[src/srws_pkg.sv]
package srws_pkg;
	// Register addresses (linear)
	localparam logic [11:0] SRWS_ADDR_SEL_ONE   = 12'hf0b;
	localparam logic [11:0] SRWS_ADDR_P2_EN     = 12'hf0c;
	localparam logic [11:0] SRWS_ADDR_SEL_TWO   = 12'hf0d;
	localparam logic [11:0] SRWS_ADDR_P3_EN     = 12'hf0e;
	localparam logic [11:0] SRWS_ADDR_ROUTE_ST  = 12'hf0f;
	localparam logic [11:0] SRWS_ADDR_P2_DATA   = 12'h002;
	localparam logic [11:0] SRWS_ADDR_P3_DATA   = 12'h003;
	// Field positions
	localparam int SRWS_LEVEL_BIT   = 6;
	localparam int SRWS_SRC_LSB     = 2;
	localparam int SRWS_SRC_MSB     = 4;
	localparam int SRWS_ROUTE_BIT   = 4;
	localparam int SRWS_P3ST_LSB    = 2;
	localparam int SRWS_P2ST_LSB    = 0;
	localparam int SRWS_P3_WAKE_PIN = 3;
	// Reference status codes
	localparam logic [1:0] SRWS_REF_NONE  = 2'h0;
	localparam logic [1:0] SRWS_REF_READ  = 2'h1;
	localparam logic [1:0] SRWS_REF_WRITE = 2'h2;
	// Source codes of the second selector
	localparam logic [2:0] SRWS_SRC_NONE     = 3'h0;
	localparam logic [2:0] SRWS_SRC_NAND_P2L = 3'h1;
	localparam logic [2:0] SRWS_SRC_NAND_P2  = 3'h2;
	localparam logic [2:0] SRWS_SRC_NOR_P3   = 3'h3;
	localparam logic [2:0] SRWS_SRC_NAND_P3  = 3'h4;
	localparam logic [2:0] SRWS_SRC_NOR_P30  = 3'h5;
	localparam logic [2:0] SRWS_SRC_NAND_P30 = 3'h6;
	localparam logic [2:0] SRWS_SRC_NAND_P32 = 3'h7;
	// First selector codes; 001 reserved
	localparam logic [2:0] SRWS_S1_RSVD      = 3'h1;
	localparam logic [2:0] SRWS_S1_P30       = 3'h2;
	localparam logic [2:0] SRWS_S1_P31       = 3'h3;
	localparam logic [2:0] SRWS_S1_P32       = 3'h4;
	localparam logic [2:0] SRWS_S1_NAND_P2L  = 3'h5;
	localparam logic [2:0] SRWS_S1_NAND_P2   = 3'h6;
	localparam logic [2:0] SRWS_S1_NOR_P2    = 3'h7;
	// Reset values
	localparam logic [7:0] SRWS_RST_BYTE = 8'h00;
	localparam logic [7:0] SRWS_SEL2_RSVD_ONE = 8'h20;
endpackage

[src/srws_wake.sv]
`timescale 1ns/1ps
// What this block does
// - First selector wakes when chosen combination equals its level bit.
// - First selector codes 000 and reserved 001 give no event.
// - First selector ignores output pins and pins used by change detectors.
// - Enabled port 2 pin wakes on zero level while no reference latched.
// - Port 2 data read or write latches reference; wake on mismatch.
// - Port 2 status shows 01 read, 10 write; clear restores zero trigger.
// - Second selector codes 001 to 100 pick fixed NAND/NOR combinations.
// - Codes 101 to 111 combine port 3 with port 0 or port 2 pins.
// - Second selector wakes when combination equals its level bit.
// - Second selector ignores output pins and detector-enabled pins.
// - Wake request is OR of all enabled sources.
// - Configuration survives stop recovery; only other resets clear it.
// - Port 3 pins 0-3 individually enabled; zero level wakes by default.
// - Port data access latches port 3 reference; wake on mismatch.
// - Port 3 status shows 01 read, 10 write; clear restores zero trigger.
// - Fifth register holds interrupt routing enable and both status fields.
// - With routing enabled, wake drives irq one and reads port3 pin3 as 0.
module srws_wake
	import srws_pkg::*;
(
	input  wire logic        clock,           // 200 MHz system clock
	input  wire logic        sys_rst,         // Non-recovery reset, active high
	input  wire logic        stop_recovery,   // Recovery reset, leaves config intact
	input  wire logic [11:0] reg_addr,        // CPU register address
	input  wire logic        reg_wr,          // Write strobe
	input  wire logic        reg_rd,          // Read strobe
	input  wire logic [7:0]  reg_wdata,       // Write data
	output logic      [7:0]  reg_rdata,       // Read data
	input  wire logic [7:0]  port0_pins,      // Port 0 pin levels
	input  wire logic [7:0]  port2_pins,      // Port 2 pin levels
	input  wire logic [3:0]  port3_pins,      // Port 3 pin levels
	input  wire logic [7:0]  port2_dir_out,   // Port 2 pins set as outputs
	input  wire logic [7:0]  port0_dir_out,   // Port 0 pins set as outputs
	input  wire logic [7:0]  port2_data_reg,  // Port 2 output latch value
	input  wire logic [3:0]  port3_data_reg,  // Port 3 output latch value
	output logic             wake_async,      // Combinational wake request
	output logic             wake_sync,       // Synchronized wake level
	output logic             external_irq_one,// Routed wake interrupt
	output logic             port3_pin3_read  // Port 3 pin 3 as read by CPU
);
	logic [7:0] sel1_q, sel1_d, sel2_q, sel2_d;
	logic [7:0] p2en_q, p2en_d, route_q, route_d;
	logic [3:0] p3en_q, p3en_d;
	logic [7:0] p2ref_q, p2ref_d;
	logic [3:0] p3ref_q, p3ref_d;
	logic [1:0] sync_q, sync_d;
	logic [7:0] p2_pin_s1_q, p2_pin_s1_d, p2_pin_s2_q, p2_pin_s2_d;
	logic [3:0] p3_pin_s1_q, p3_pin_s1_d, p3_pin_s2_q, p3_pin_s2_d;
	logic [7:0] p2_use;
	logic [3:0] p3_use;
	logic [7:0] p0_use;
	logic [7:0] p2_mis;
	logic [3:0] p3_mis;
	logic       sel1_out, sel2_out, sel1_ev, sel2_ev, chg_ev;
	logic [2:0] sel1_src, sel2_src;
	logic [1:0] p2st, p3st;
	logic       p2_acc, p3_acc;

	// NAND over a masked group: ignored pins count as 1
	function automatic logic nand_m(input logic [7:0] v, input logic [7:0] m);
		nand_m = ~&(v | ~m);
	endfunction
	// NOR over a masked group: ignored pins count as 0
	function automatic logic nor_m(input logic [7:0] v, input logic [7:0] m);
		nor_m = ~|(v & m);
	endfunction

	// Status 00 means no reference taken: zero level wakes
	function automatic logic ref_none(input logic [1:0] st);
		ref_none = (st == SRWS_REF_NONE);
	endfunction

	assign p2_use = ~port2_dir_out & ~p2en_q;
	assign p3_use = ~p3en_q;
	assign p0_use = ~port0_dir_out;

	assign sel1_src = sel1_q[SRWS_SRC_MSB:SRWS_SRC_LSB];
	assign sel2_src = sel2_q[SRWS_SRC_MSB:SRWS_SRC_LSB];
	assign p2st     = route_q[SRWS_P2ST_LSB+1:SRWS_P2ST_LSB];
	assign p3st     = route_q[SRWS_P3ST_LSB+1:SRWS_P3ST_LSB];

	always_comb begin
		sel1_out = 1'b0;
		unique case (sel1_src)
			SRWS_SRC_NONE, SRWS_S1_RSVD: sel1_out = 1'b0;
			SRWS_S1_P30:      sel1_out = port3_pins[1] | ~p3_use[1];
			SRWS_S1_P31:      sel1_out = port3_pins[2] | ~p3_use[2];
			SRWS_S1_P32:      sel1_out = port3_pins[3] | ~p3_use[3];
			SRWS_S1_NAND_P2L: sel1_out = nand_m(port2_pins, p2_use & 8'h0f);
			SRWS_S1_NAND_P2:  sel1_out = nand_m(port2_pins, p2_use);
			SRWS_S1_NOR_P2:   sel1_out = nor_m(port2_pins, p2_use);
		endcase
		sel1_ev = (sel1_src != SRWS_SRC_NONE) && (sel1_src != SRWS_S1_RSVD) &&
			(sel1_out == sel1_q[SRWS_LEVEL_BIT]);
	end

	always_comb begin
		logic [7:0] p3v, p3m, p30v, p30m, p32v, p32m;
		p3v  = {5'h00, port3_pins[3:1]};
		p3m  = {5'h00, p3_use[3:1]};
		p30v = {3'h0, port0_pins[7], port0_pins[0], port3_pins[3:1]};
		p30m = {3'h0, p0_use[7], p0_use[0], p3_use[3:1]};
		p32v = {2'h0, port2_pins[2:0], port3_pins[3:1]};
		p32m = {2'h0, p2_use[2:0], p3_use[3:1]};
		sel2_out = 1'b0;
		unique case (sel2_src)
			SRWS_SRC_NONE:     sel2_out = 1'b0;
			SRWS_SRC_NAND_P2L: sel2_out = nand_m(port2_pins, p2_use & 8'h0f);
			SRWS_SRC_NAND_P2:  sel2_out = nand_m(port2_pins, p2_use);
			SRWS_SRC_NOR_P3:   sel2_out = nor_m(p3v, p3m);
			SRWS_SRC_NAND_P3:  sel2_out = nand_m(p3v, p3m);
			SRWS_SRC_NOR_P30:  sel2_out = nor_m(p30v, p30m);
			SRWS_SRC_NAND_P30: sel2_out = nand_m(p30v, p30m);
			SRWS_SRC_NAND_P32: sel2_out = nand_m(p32v, p32m);
		endcase
		sel2_ev = (sel2_src != SRWS_SRC_NONE) && (sel2_out == sel2_q[SRWS_LEVEL_BIT]);
	end

	for (genvar i = 0; i < 8; i++) begin : g_p2_pin
		assign p2_mis[i] = ref_none(p2st) ? ~port2_pins[i] : (port2_pins[i] ^ p2ref_q[i]);
	end

	for (genvar i = 0; i < 4; i++) begin : g_p3_pin
		assign p3_mis[i] = ref_none(p3st) ? ~port3_pins[i] : (port3_pins[i] ^ p3ref_q[i]);
	end

	assign chg_ev = |(p2_mis & p2en_q) | |(p3_mis & p3en_q);

	assign wake_async = sel1_ev | sel2_ev | chg_ev;

	assign external_irq_one = route_q[SRWS_ROUTE_BIT] & wake_sync;
	assign port3_pin3_read  = (route_q[SRWS_ROUTE_BIT] & wake_sync) ? 1'b0 : port3_pins[3];

	assign p2_acc = (reg_addr == SRWS_ADDR_P2_DATA) && (reg_rd || reg_wr);
	assign p3_acc = (reg_addr == SRWS_ADDR_P3_DATA) && (reg_rd || reg_wr);

	// Register next values
	always_comb begin
		sel1_d  = sel1_q;
		sel2_d  = sel2_q;
		p2en_d  = p2en_q;
		p3en_d  = p3en_q;
		route_d = route_q;
		p2ref_d = p2ref_q;
		p3ref_d = p3ref_q;
		sync_d  = {sync_q[0], wake_async};
		// Port levels cross into the clock domain before any latch reads them
		p2_pin_s1_d = port2_pins;
		p2_pin_s2_d = p2_pin_s1_q;
		p3_pin_s1_d = port3_pins;
		p3_pin_s2_d = p3_pin_s1_q;
		if (reg_wr) begin
			unique case (reg_addr)
				SRWS_ADDR_SEL_ONE: sel1_d = reg_wdata;
				SRWS_ADDR_SEL_TWO: sel2_d = reg_wdata;
				SRWS_ADDR_P2_EN:   p2en_d = reg_wdata;
				SRWS_ADDR_P3_EN:   p3en_d = reg_wdata[3:0];
				SRWS_ADDR_ROUTE_ST: route_d = reg_wdata;
				default: ;
			endcase
		end
		if (p2_acc && |p2en_q) begin
			p2ref_d = reg_wr ? port2_data_reg : p2_pin_s2_q;
			route_d[SRWS_P2ST_LSB+1:SRWS_P2ST_LSB] = reg_wr ? SRWS_REF_WRITE : SRWS_REF_READ;
		end
		if (p3_acc && |p3en_q) begin
			p3ref_d = reg_wr ? port3_data_reg : p3_pin_s2_q;
			route_d[SRWS_P3ST_LSB+1:SRWS_P3ST_LSB] = reg_wr ? SRWS_REF_WRITE : SRWS_REF_READ;
		end
	end

	always_ff @(posedge clock) begin
		if (sys_rst) begin
			sel1_q  <= SRWS_RST_BYTE;
			sel2_q  <= SRWS_SEL2_RSVD_ONE;
			p2en_q  <= SRWS_RST_BYTE;
			p3en_q  <= SRWS_RST_BYTE[3:0];
			route_q <= SRWS_RST_BYTE;
			p2ref_q <= SRWS_RST_BYTE;
			p3ref_q <= SRWS_RST_BYTE[3:0];
			sync_q  <= SRWS_RST_BYTE[1:0];
			p2_pin_s1_q <= SRWS_RST_BYTE;
			p2_pin_s2_q <= SRWS_RST_BYTE;
			p3_pin_s1_q <= SRWS_RST_BYTE[3:0];
			p3_pin_s2_q <= SRWS_RST_BYTE[3:0];
		end else begin
			sel1_q  <= sel1_d;
			sel2_q  <= sel2_d;
			p2en_q  <= p2en_d;
			p3en_q  <= p3en_d;
			route_q <= route_d;
			p2ref_q <= p2ref_d;
			p3ref_q <= p3ref_d;
			sync_q  <= sync_d;
			p2_pin_s1_q <= p2_pin_s1_d;
			p2_pin_s2_q <= p2_pin_s2_d;
			p3_pin_s1_q <= p3_pin_s1_d;
			p3_pin_s2_q <= p3_pin_s2_d;
		end
	end
	assign wake_sync = sync_q[1];

	always_comb begin
		unique case (reg_addr)
			SRWS_ADDR_SEL_ONE:  reg_rdata = sel1_q;
			SRWS_ADDR_SEL_TWO:  reg_rdata = sel2_q;
			SRWS_ADDR_P2_EN:    reg_rdata = p2en_q;
			SRWS_ADDR_P3_EN:    reg_rdata = {4'h0, p3en_q};
			SRWS_ADDR_ROUTE_ST: reg_rdata = route_q;
			default:            reg_rdata = SRWS_RST_BYTE;
		endcase
	end

	a_wake_or_sources: assert property (@(posedge clock) disable iff (sys_rst)
		(!sel1_ev && !sel2_ev && !(|{p2en_q, p3en_q})) |-> !wake_async)
		else $error("wake without source");
	a_wake_sync_lag: assert property (@(posedge clock) disable iff (sys_rst)
		$rose(wake_async) ##0 wake_async[*2] |=> wake_sync)
		else $error("wake sync late");
	a_sel1_reserved: assert property (@(posedge clock) disable iff (sys_rst)
		(sel1_src == SRWS_S1_RSVD) |-> !sel1_ev)
		else $error("reserved code woke");
	a_p2_wr_status: assert property (@(posedge clock) disable iff (sys_rst)
		(reg_wr && reg_addr == SRWS_ADDR_P2_DATA && |p2en_q) |=> p2st == SRWS_REF_WRITE)
		else $error("p2 write status wrong");
	a_p3_rd_status: assert property (@(posedge clock) disable iff (sys_rst)
		(reg_rd && !reg_wr && p3_acc && |p3en_q) |=> p3st == SRWS_REF_READ)
		else $error("p3 read status wrong");
	a_p3_rd_ref: assert property (@(posedge clock) disable iff (sys_rst)
		(reg_rd && !reg_wr && p3_acc && |p3en_q) |=> p3ref_q == $past(p3_pin_s2_q))
		else $error("p3 read reference wrong");
	a_p2_zero_trig: assert property (@(posedge clock) disable iff (sys_rst)
		(p2st == SRWS_REF_NONE && |(p2en_q & ~port2_pins)) |-> wake_async)
		else $error("p2 zero missed");
	a_p2_ref_mis: assert property (@(posedge clock) disable iff (sys_rst)
		(p2st != SRWS_REF_NONE && |(p2en_q & (port2_pins ^ p2ref_q))) |-> wake_async)
		else $error("p2 mismatch missed");
	a_irq_route: assert property (@(posedge clock) disable iff (sys_rst)
		external_irq_one |-> route_q[SRWS_ROUTE_BIT] && !port3_pin3_read)
		else $error("irq route wrong");
	a_sel2_level: assert property (@(posedge clock) disable iff (sys_rst)
		(sel2_src == SRWS_SRC_NAND_P2 && &{p2_use, port2_pins}
		&& !sel2_q[SRWS_LEVEL_BIT]) |-> sel2_ev) else $error("level compare wrong");
	a_keep_config: assert property (@(posedge clock) disable iff (sys_rst)
		(stop_recovery && !reg_wr) |=> $stable(sel2_q) && $stable(p2en_q))
		else $error("config lost");
	a_sel1_level: assert property (@(posedge clock) disable iff (sys_rst)
		(sel1_src == SRWS_S1_P30 && p3_use[1]
		&& port3_pins[1] == sel1_q[SRWS_LEVEL_BIT]) |-> wake_async) else $error("sel1 missed");
	a_sel1_none: assert property (@(posedge clock) disable iff (sys_rst)
		(sel1_src == SRWS_SRC_NONE) |-> !sel1_ev)
		else $error("first selector idle woke");
	a_sel1_excl: assert property (@(posedge clock) disable iff (sys_rst)
		(sel1_src == SRWS_S1_NAND_P2 && !p2_use[0]
		&& &{port2_pins[7:1], p2_use[7:1]}) |-> !sel1_out) else $error("sel1 used ignored pin");
	a_sel2_none: assert property (@(posedge clock) disable iff (sys_rst)
		(sel2_src == SRWS_SRC_NONE) |-> !sel2_ev)
		else $error("second selector idle woke");
	a_sel2_nor_p3: assert property (@(posedge clock) disable iff (sys_rst)
		(sel2_src == SRWS_SRC_NOR_P3 && p3_use[1] && port3_pins[1]) |-> !sel2_out)
		else $error("port 3 NOR wrong");
	a_sel2_nor_p30: assert property (@(posedge clock) disable iff (sys_rst)
		(sel2_src == SRWS_SRC_NOR_P30 && p0_use[0] && port0_pins[0]) |-> !sel2_out)
		else $error("port 0 NOR wrong");
	a_sel2_nand_p32: assert property (@(posedge clock) disable iff (sys_rst)
		(sel2_src == SRWS_SRC_NAND_P32 && p2_use[0] && !port2_pins[0]) |-> sel2_out)
		else $error("port 2 NAND wrong");
	a_sel2_excl: assert property (@(posedge clock) disable iff (sys_rst)
		(sel2_src == SRWS_SRC_NAND_P2L && !p2_use[0]
		&& &{port2_pins[3:1], p2_use[3:1]}) |-> !sel2_out) else $error("sel2 used ignored pin");
	a_p3_zero_trig: assert property (@(posedge clock) disable iff (sys_rst)
		(p3st == SRWS_REF_NONE && |(p3en_q & ~port3_pins)) |-> wake_async)
		else $error("p3 zero missed");
	a_p3_ref_mis: assert property (@(posedge clock) disable iff (sys_rst)
		(p3st != SRWS_REF_NONE && |(p3en_q & (port3_pins ^ p3ref_q))) |-> wake_async)
		else $error("p3 mismatch missed");
	a_p2_rd_status: assert property (@(posedge clock) disable iff (sys_rst)
		(reg_rd && !reg_wr && p2_acc && |p2en_q) |=> p2st == SRWS_REF_READ)
		else $error("p2 read status wrong");
	a_p3_wr_status: assert property (@(posedge clock) disable iff (sys_rst)
		(reg_wr && p3_acc && |p3en_q) |=> p3st == SRWS_REF_WRITE)
		else $error("p3 write status wrong");
	a_p2_ref_latch: assert property (@(posedge clock) disable iff (sys_rst)
		(reg_wr && p2_acc && |p2en_q) |=> p2ref_q == $past(port2_data_reg))
		else $error("p2 write reference wrong");
	a_p3_ref_latch: assert property (@(posedge clock) disable iff (sys_rst)
		(reg_wr && p3_acc && |p3en_q) |=> p3ref_q == $past(port3_data_reg))
		else $error("p3 write reference wrong");
	a_p2_clear: assert property (@(posedge clock) disable iff (sys_rst)
		(reg_wr && reg_addr == SRWS_ADDR_ROUTE_ST && reg_wdata[1:0] == SRWS_REF_NONE)
		|=> p2st == SRWS_REF_NONE) else $error("p2 clear lost");
	a_p3_clear: assert property (@(posedge clock) disable iff (sys_rst)
		(reg_wr && reg_addr == SRWS_ADDR_ROUTE_ST && reg_wdata[3:2] == SRWS_REF_NONE)
		|=> p3st == SRWS_REF_NONE) else $error("p3 clear lost");
	a_route_rd: assert property (@(posedge clock) disable iff (sys_rst)
		(reg_addr == SRWS_ADDR_ROUTE_ST) |-> reg_rdata == route_q)
		else $error("route read-back wrong");
	a_irq_off: assert property (@(posedge clock) disable iff (sys_rst)
		!route_q[SRWS_ROUTE_BIT] |-> !external_irq_one && port3_pin3_read == port3_pins[3])
		else $error("unrouted wake leaked");
	a_sync_fall: assert property (@(posedge clock) disable iff (sys_rst)
		$fell(wake_async) ##0 !wake_async[*2] |=> !wake_sync)
		else $error("wake sync stuck");
	a_keep_route: assert property (@(posedge clock) disable iff (sys_rst)
		(stop_recovery && !reg_wr && !reg_rd)
		|=> $stable(route_q) && $stable(p3en_q)) else $error("route lost");
endmodule // srws_wake

[config.mk]
export PLATFORM = sky130hd
export DESIGN_NAME = srws_wake
export DESIGN_NICKNAME = d
export VERILOG_FILES = /design/src/srws_pkg.sv /design/src/srws_wake.sv
export SDC_FILE = /design/constraint.sdc
export NUM_CORES = 1
export LEC_CHECK = 0
export BUFFER_PORTS_ARGS = -buffer_cell sky130_fd_sc_hd__buf_2
export CAP_MARGIN = 20
export CORE_UTILIZATION = 44
export CTS_BUF_LIST = sky130_fd_sc_hd__clkbuf_4 sky130_fd_sc_hd__clkbuf_8 sky130_fd_sc_hd__clkbuf_16
export CTS_CLUSTER_SIZE = 20
export DETAILED_ROUTE_END_ITERATION = 16
export PLACE_DENSITY = 0.71
export SYNTH_ARGS = -nofsm -noshare
export SYNTH_HDL_FRONTEND = slang
export SYNTH_SLANG_ARGS = --single-unit
export TNS_END_PERCENT = 50
[constraint.sdc]
create_clock -name clock -period 5.4 [get_ports clock]
set_input_delay 1.08 -clock clock [delete_from_list [all_inputs] [get_ports clock]]
set_output_delay 1.08 -clock clock [all_outputs]
set_load 0.03 [all_outputs]
==> flow_metrics.py <==
metrics = {
    "clock_network": {
        "clock_path_buffers": 2,
        "cts-root-buf": "clkbuf_8",
        "post_cts_hold_buffer_count": 0,
        "cts_setup_buffers": 0,
        "postCtsResizedCells": 0,
        "number_of_buffers_created_by_cts": 9,
        "htree_num_levels": 3,
        "clkLatencyLatePin_ns": 0.34,
        "cts_tree": "done",
        "cts_num_sinks": 74,
        "clkTransAtPathRegs_ns": 0.08,
    },
    "setup_path": {
        "crit_arrival_ns": 3.02,
        "reg2reg_slack_ns": 3.25,
        "setup.worst_path.end": "reg_rdata[3]",
        "peak_fanout_along_the_critical_path": 17,
        "regToRegEndpoint": "sync_q[0]",
        "r2r_cells": 6,
        "crit_path_end_kind": "output port",
        "r2r-start": "p2en_q[0]",
        "worst-setup-path-type": "in2out",
        "cp.required_ns": 4.32,
        "crit_start": "reg_addr[5]",
        "setup.worst_path.start_class": "input pin",
    },
    "sta": {
        "final_report_hold_violation_count": 0,
        "worst_margin_pin_slew_ns": 0.878,
        "period_share_pct": 76.0,
        "period_needed_ns": 4.10,
        "rsz0062_at_grt": "false",
        "report.final.slew_viol_count": 0,
        "maxSlewHeadroom_pct": 41.5,
        "finClkSkew_ns": 0.00989,
        "fin_worst_hold_slack_ns": 0.440,
        "timing.fmax_mhz": 244,
        "final_critical_path_setup_slack_ns": 1.30,
        "timing.final.setup_violations": 0,
        "tns_ns": 0,
    },
    "cells_and_area": {
        "final_layout_size_suffix_gt1_share_pct": 20.1,
        "final_std_cell_area_no_fill_mm2": 0.00420,
        "post_layout_cell_count": 605,
        "antenna_cells": 0,
        "num-nets-final": 571,
        "fin_util_pct": 53.7,
        "flow.area_growth_from_synthesis_pct": 16.9,
        "fill_cells": 753,
    },
    "power_and_ir_drop": {
        "power.density_mw_per_mm2": 256,
        "power_leakage_nw": 1.67,
        "p_seq_share_pct": 51.6,
        "clock_power_share_pct": 40.5,
        "comb_power_share_pct": 7.9,
        "vdd.ir_drop.worst_uv": 132,
        "p_int_mw": 0.824,
        "net-switching-power_mw": 0.251,
        "power_switching_share_pct": 23.3,
        "fin_total_pwr_mw": 1.08,
    },
    "logic_synthesis": {
        "mux_share_of_post_synthesis_cell_area_pct": 5.06,
        "ys_ff_latch": 74,
        "ys_top_cells_by_area": "dfxtp_1, nand2_1, a21oi_1",
        "synth_top_area_cell": "dfxtp_1",
        "synth_cells": 436,
        "syn_nets": 509,
        "yosysSeqAreaShare_pct": 41.3,
        "synth.avg_cell_area_um2": 8.23,
        "synth_fa_ha_area_share_pct": 0,
        "post_synth_and_or_nand_nor_area_fraction_pct": 31.4,
        "synth_cell_types": 52,
        "synth-main-ff-cell": "dfxtp_1",
        "synthXorXnorAreaFrac_pct": 1.46,
        "synth_compound_area_share_pct": 17.6,
        "synth-async-reset-ratio_pct": 0,
        "post_synth_instance_area_mm2": 0.00359,
        "yosysTopAreaCellShare_pct": 41.3,
        "synth_enable_flop_cells": 0,
        "synth.yosys.warnings": 0,
        "combinational_family_with_the_most_area_after_synthesis": "simple AND/OR/NAND/NOR gates",
    },
    "detailed_routing": {
        "via_count": 3488,
        "post_drt_via_cell_ratio": 5.77,
        "remaining_drc_errors": 0,
        "detail_route.wl_per_cell_um": 16.0,
        "first_pass_iters": 7,
        "initialDrtViolationCount": 304,
        "total_routed_length_mm": 9.68,
        "antenna_violating_nets_post_route": 0,
    },
    "flow_run": {
        "timing.max_cap.violations": 0,
    },
    "floorplanning": {
        "placement_rows": 32,
        "die_footprint_mm2": 0.00852,
        "floorplan.initialDensity_pct": 46.0,
        "ios": 85,
        "die_width_um": 92.3,
        "core_area_mm2": 0.00781,
        "chip_height_um": 92.3,
    },
    "placement": {
        "detailedPlace.worstSlack_ns": 1.33,
        "dpl-instance-area_mm2": 0.00399,
        "placement.io_buffers": 71,
        "detailed_place_hpwl_mm": 6.83,
        "placed_instances": 589,
        "gp_congestion": 0.886,
    },
    "hold_path": {
        "min_path_type": "reg2reg",
    },
    "global_route": {
        "grt_antenna_before_repair": 0,
        "pin_count_of_the_biggest_net_entering_global_routing": 75,
        "global_route_wire_length_before_repair_mm": 15.6,
        "track_usage_pct": 23.6,
        "grt.overflow.total": 0,
        "first_global_vias": 3155,
    },
    "status": {
        "outcome": "completed",
    },
}
-- critical path, cell delays in order --
cell      delay, ns
buf_2          0.11
nor4_4         0.36
nand4_2        0.27
nor2_2         0.63
a222oi_1       0.23
nand2_1        0.13
buf_2          0.21
-- flip-flops by register name, indices dropped and copies added, names as in the netlist --
| signal | cells |
|---|---|
| p2_pin_s1_q | 8 |
| p2_pin_s2_q | 8 |
| p2en_q | 8 |
| p2ref_q | 8 |
| route_q | 8 |
| sel1_q | 8 |
| sel2_q | 8 |
| p3_pin_s1_q | 4 |
| p3_pin_s2_q | 4 |
| p3en_q | 4 |
| p3ref_q | 4 |
| sync_q | 2 |
-- layout by cell type, fill, tap and decap left out, types with 3 or more instances in the layout --
cell       count
dfxtp_1       74
buf_2         71
nand2_1       65
nor2_1        48
a21oi_1       47
nor2b_1       26
nand3_1       20
mux2i_1       17
nor3_1        12
clkbuf_8      10
a222oi_1       9
or3_1          8
o21ai_0        8
inv_1          7
nor4_1         7
nand2b_1       4
a22oi_1        4
a2111oi_0      4
xor2_1         4
nand4_1        4
nor4_4         3
nor3b_1        3
o21bai_1       3
a32oi_1        3
-- routing by layer --
layer | vias up | global-route usage [%] | share of wire (%)
met5 | - | 0 | 0
met4 | 0 | 10.0 | 1.6
met3 | 14 | 3.45 | 5.3
met2 | 126 | 38.2 | 49
met1 | 1659 | 31.3 | 44
li1 | 1689 | - | -
-- layout make-up --
| type | instances | area [µm²] | area share [%] |
|---|---|---|---|
| Multi-Input combinational cell | 334 | 1990 | 47.5 |
| Sequential cell | 74 | 1480 | 35.3 |
| Timing Repair Buffer | 72 | 363 | 8.65 |
| Clock buffer | 12 | 153 | 3.64 |
| Tap cell | 102 | 128 | 3.04 |
| Clock inverter | 4 | 51.3 | 1.22 |
| Inverter | 7 | 26.3 | 0.626 |
-- cells in the mapped netlist, types with 2 or more instances --
cell	n
dfxtp_1	74
xnor2_1	2
o2111ai_1	2
a32oi_1	3
a222oi_1	9
o211ai_1	2
a2111oi_0	4
nor3_1	12
nand2b_1	4
and4_1	2
nor3b_1	3
inv_1	7
and3_1	2
nand2_1	65
nand3_1	20
xor2_1	4
clkbuf_1	15
or3_1	8
nor2_1	48
o21bai_1	3
buf_2	4
nor3_4	2
o22ai_1	2
nor4_4	3
mux2i_1	17
nand4_1	4
nor2b_1	26
a21o_1	2
o21ai_0	8
a22oi_1	4
a211o_1	2
a21oi_1	47
nor4_1	7
-- power groups by stage --
stage	clock [mW]	sequential [mW]	combinational (mW)
global placement	0	0.568	0.0814
detailed placement	0	0.568	0.0837
floorplan	0	0.567	0.0411
global route	0.473	0.556	0.0921
CTS	0.443	0.555	0.0842
finish	0.435	0.555	0.0846
-- worst min-delay path by stage --
stage | from | to | slack (ns) | cells past startpoint
floorplan | p2_pin_s1_q[0] | p2_pin_s2_q[0] | 0.41 | 1
global placement | p2_pin_s1_q[0] | p2_pin_s2_q[0] | 0.42 | 1
detailed placement | p2_pin_s1_q[6] | p2_pin_s2_q[6] | 0.43 | 1
CTS | p2_pin_s1_q[6] | p2_pin_s2_q[6] | 0.44 | 1
global route | p2_pin_s1_q[3] | p2_pin_s2_q[3] | 0.46 | 1
finish | p2_pin_s1_q[4] | p2_pin_s2_q[4] | 0.44 | 1
-- kinds of logic (layout without fill, tap and decap cells) --
logic type	after synthesis	in the layout
AO/OA/AOI/OAI	95	95
flip-flops	74	74
AND/OR/NAND/NOR	215	215
buffers and inverters	28	95
XOR/XNOR	6	6
multiplexers	18	18
(Power assumes the default switching activity.)
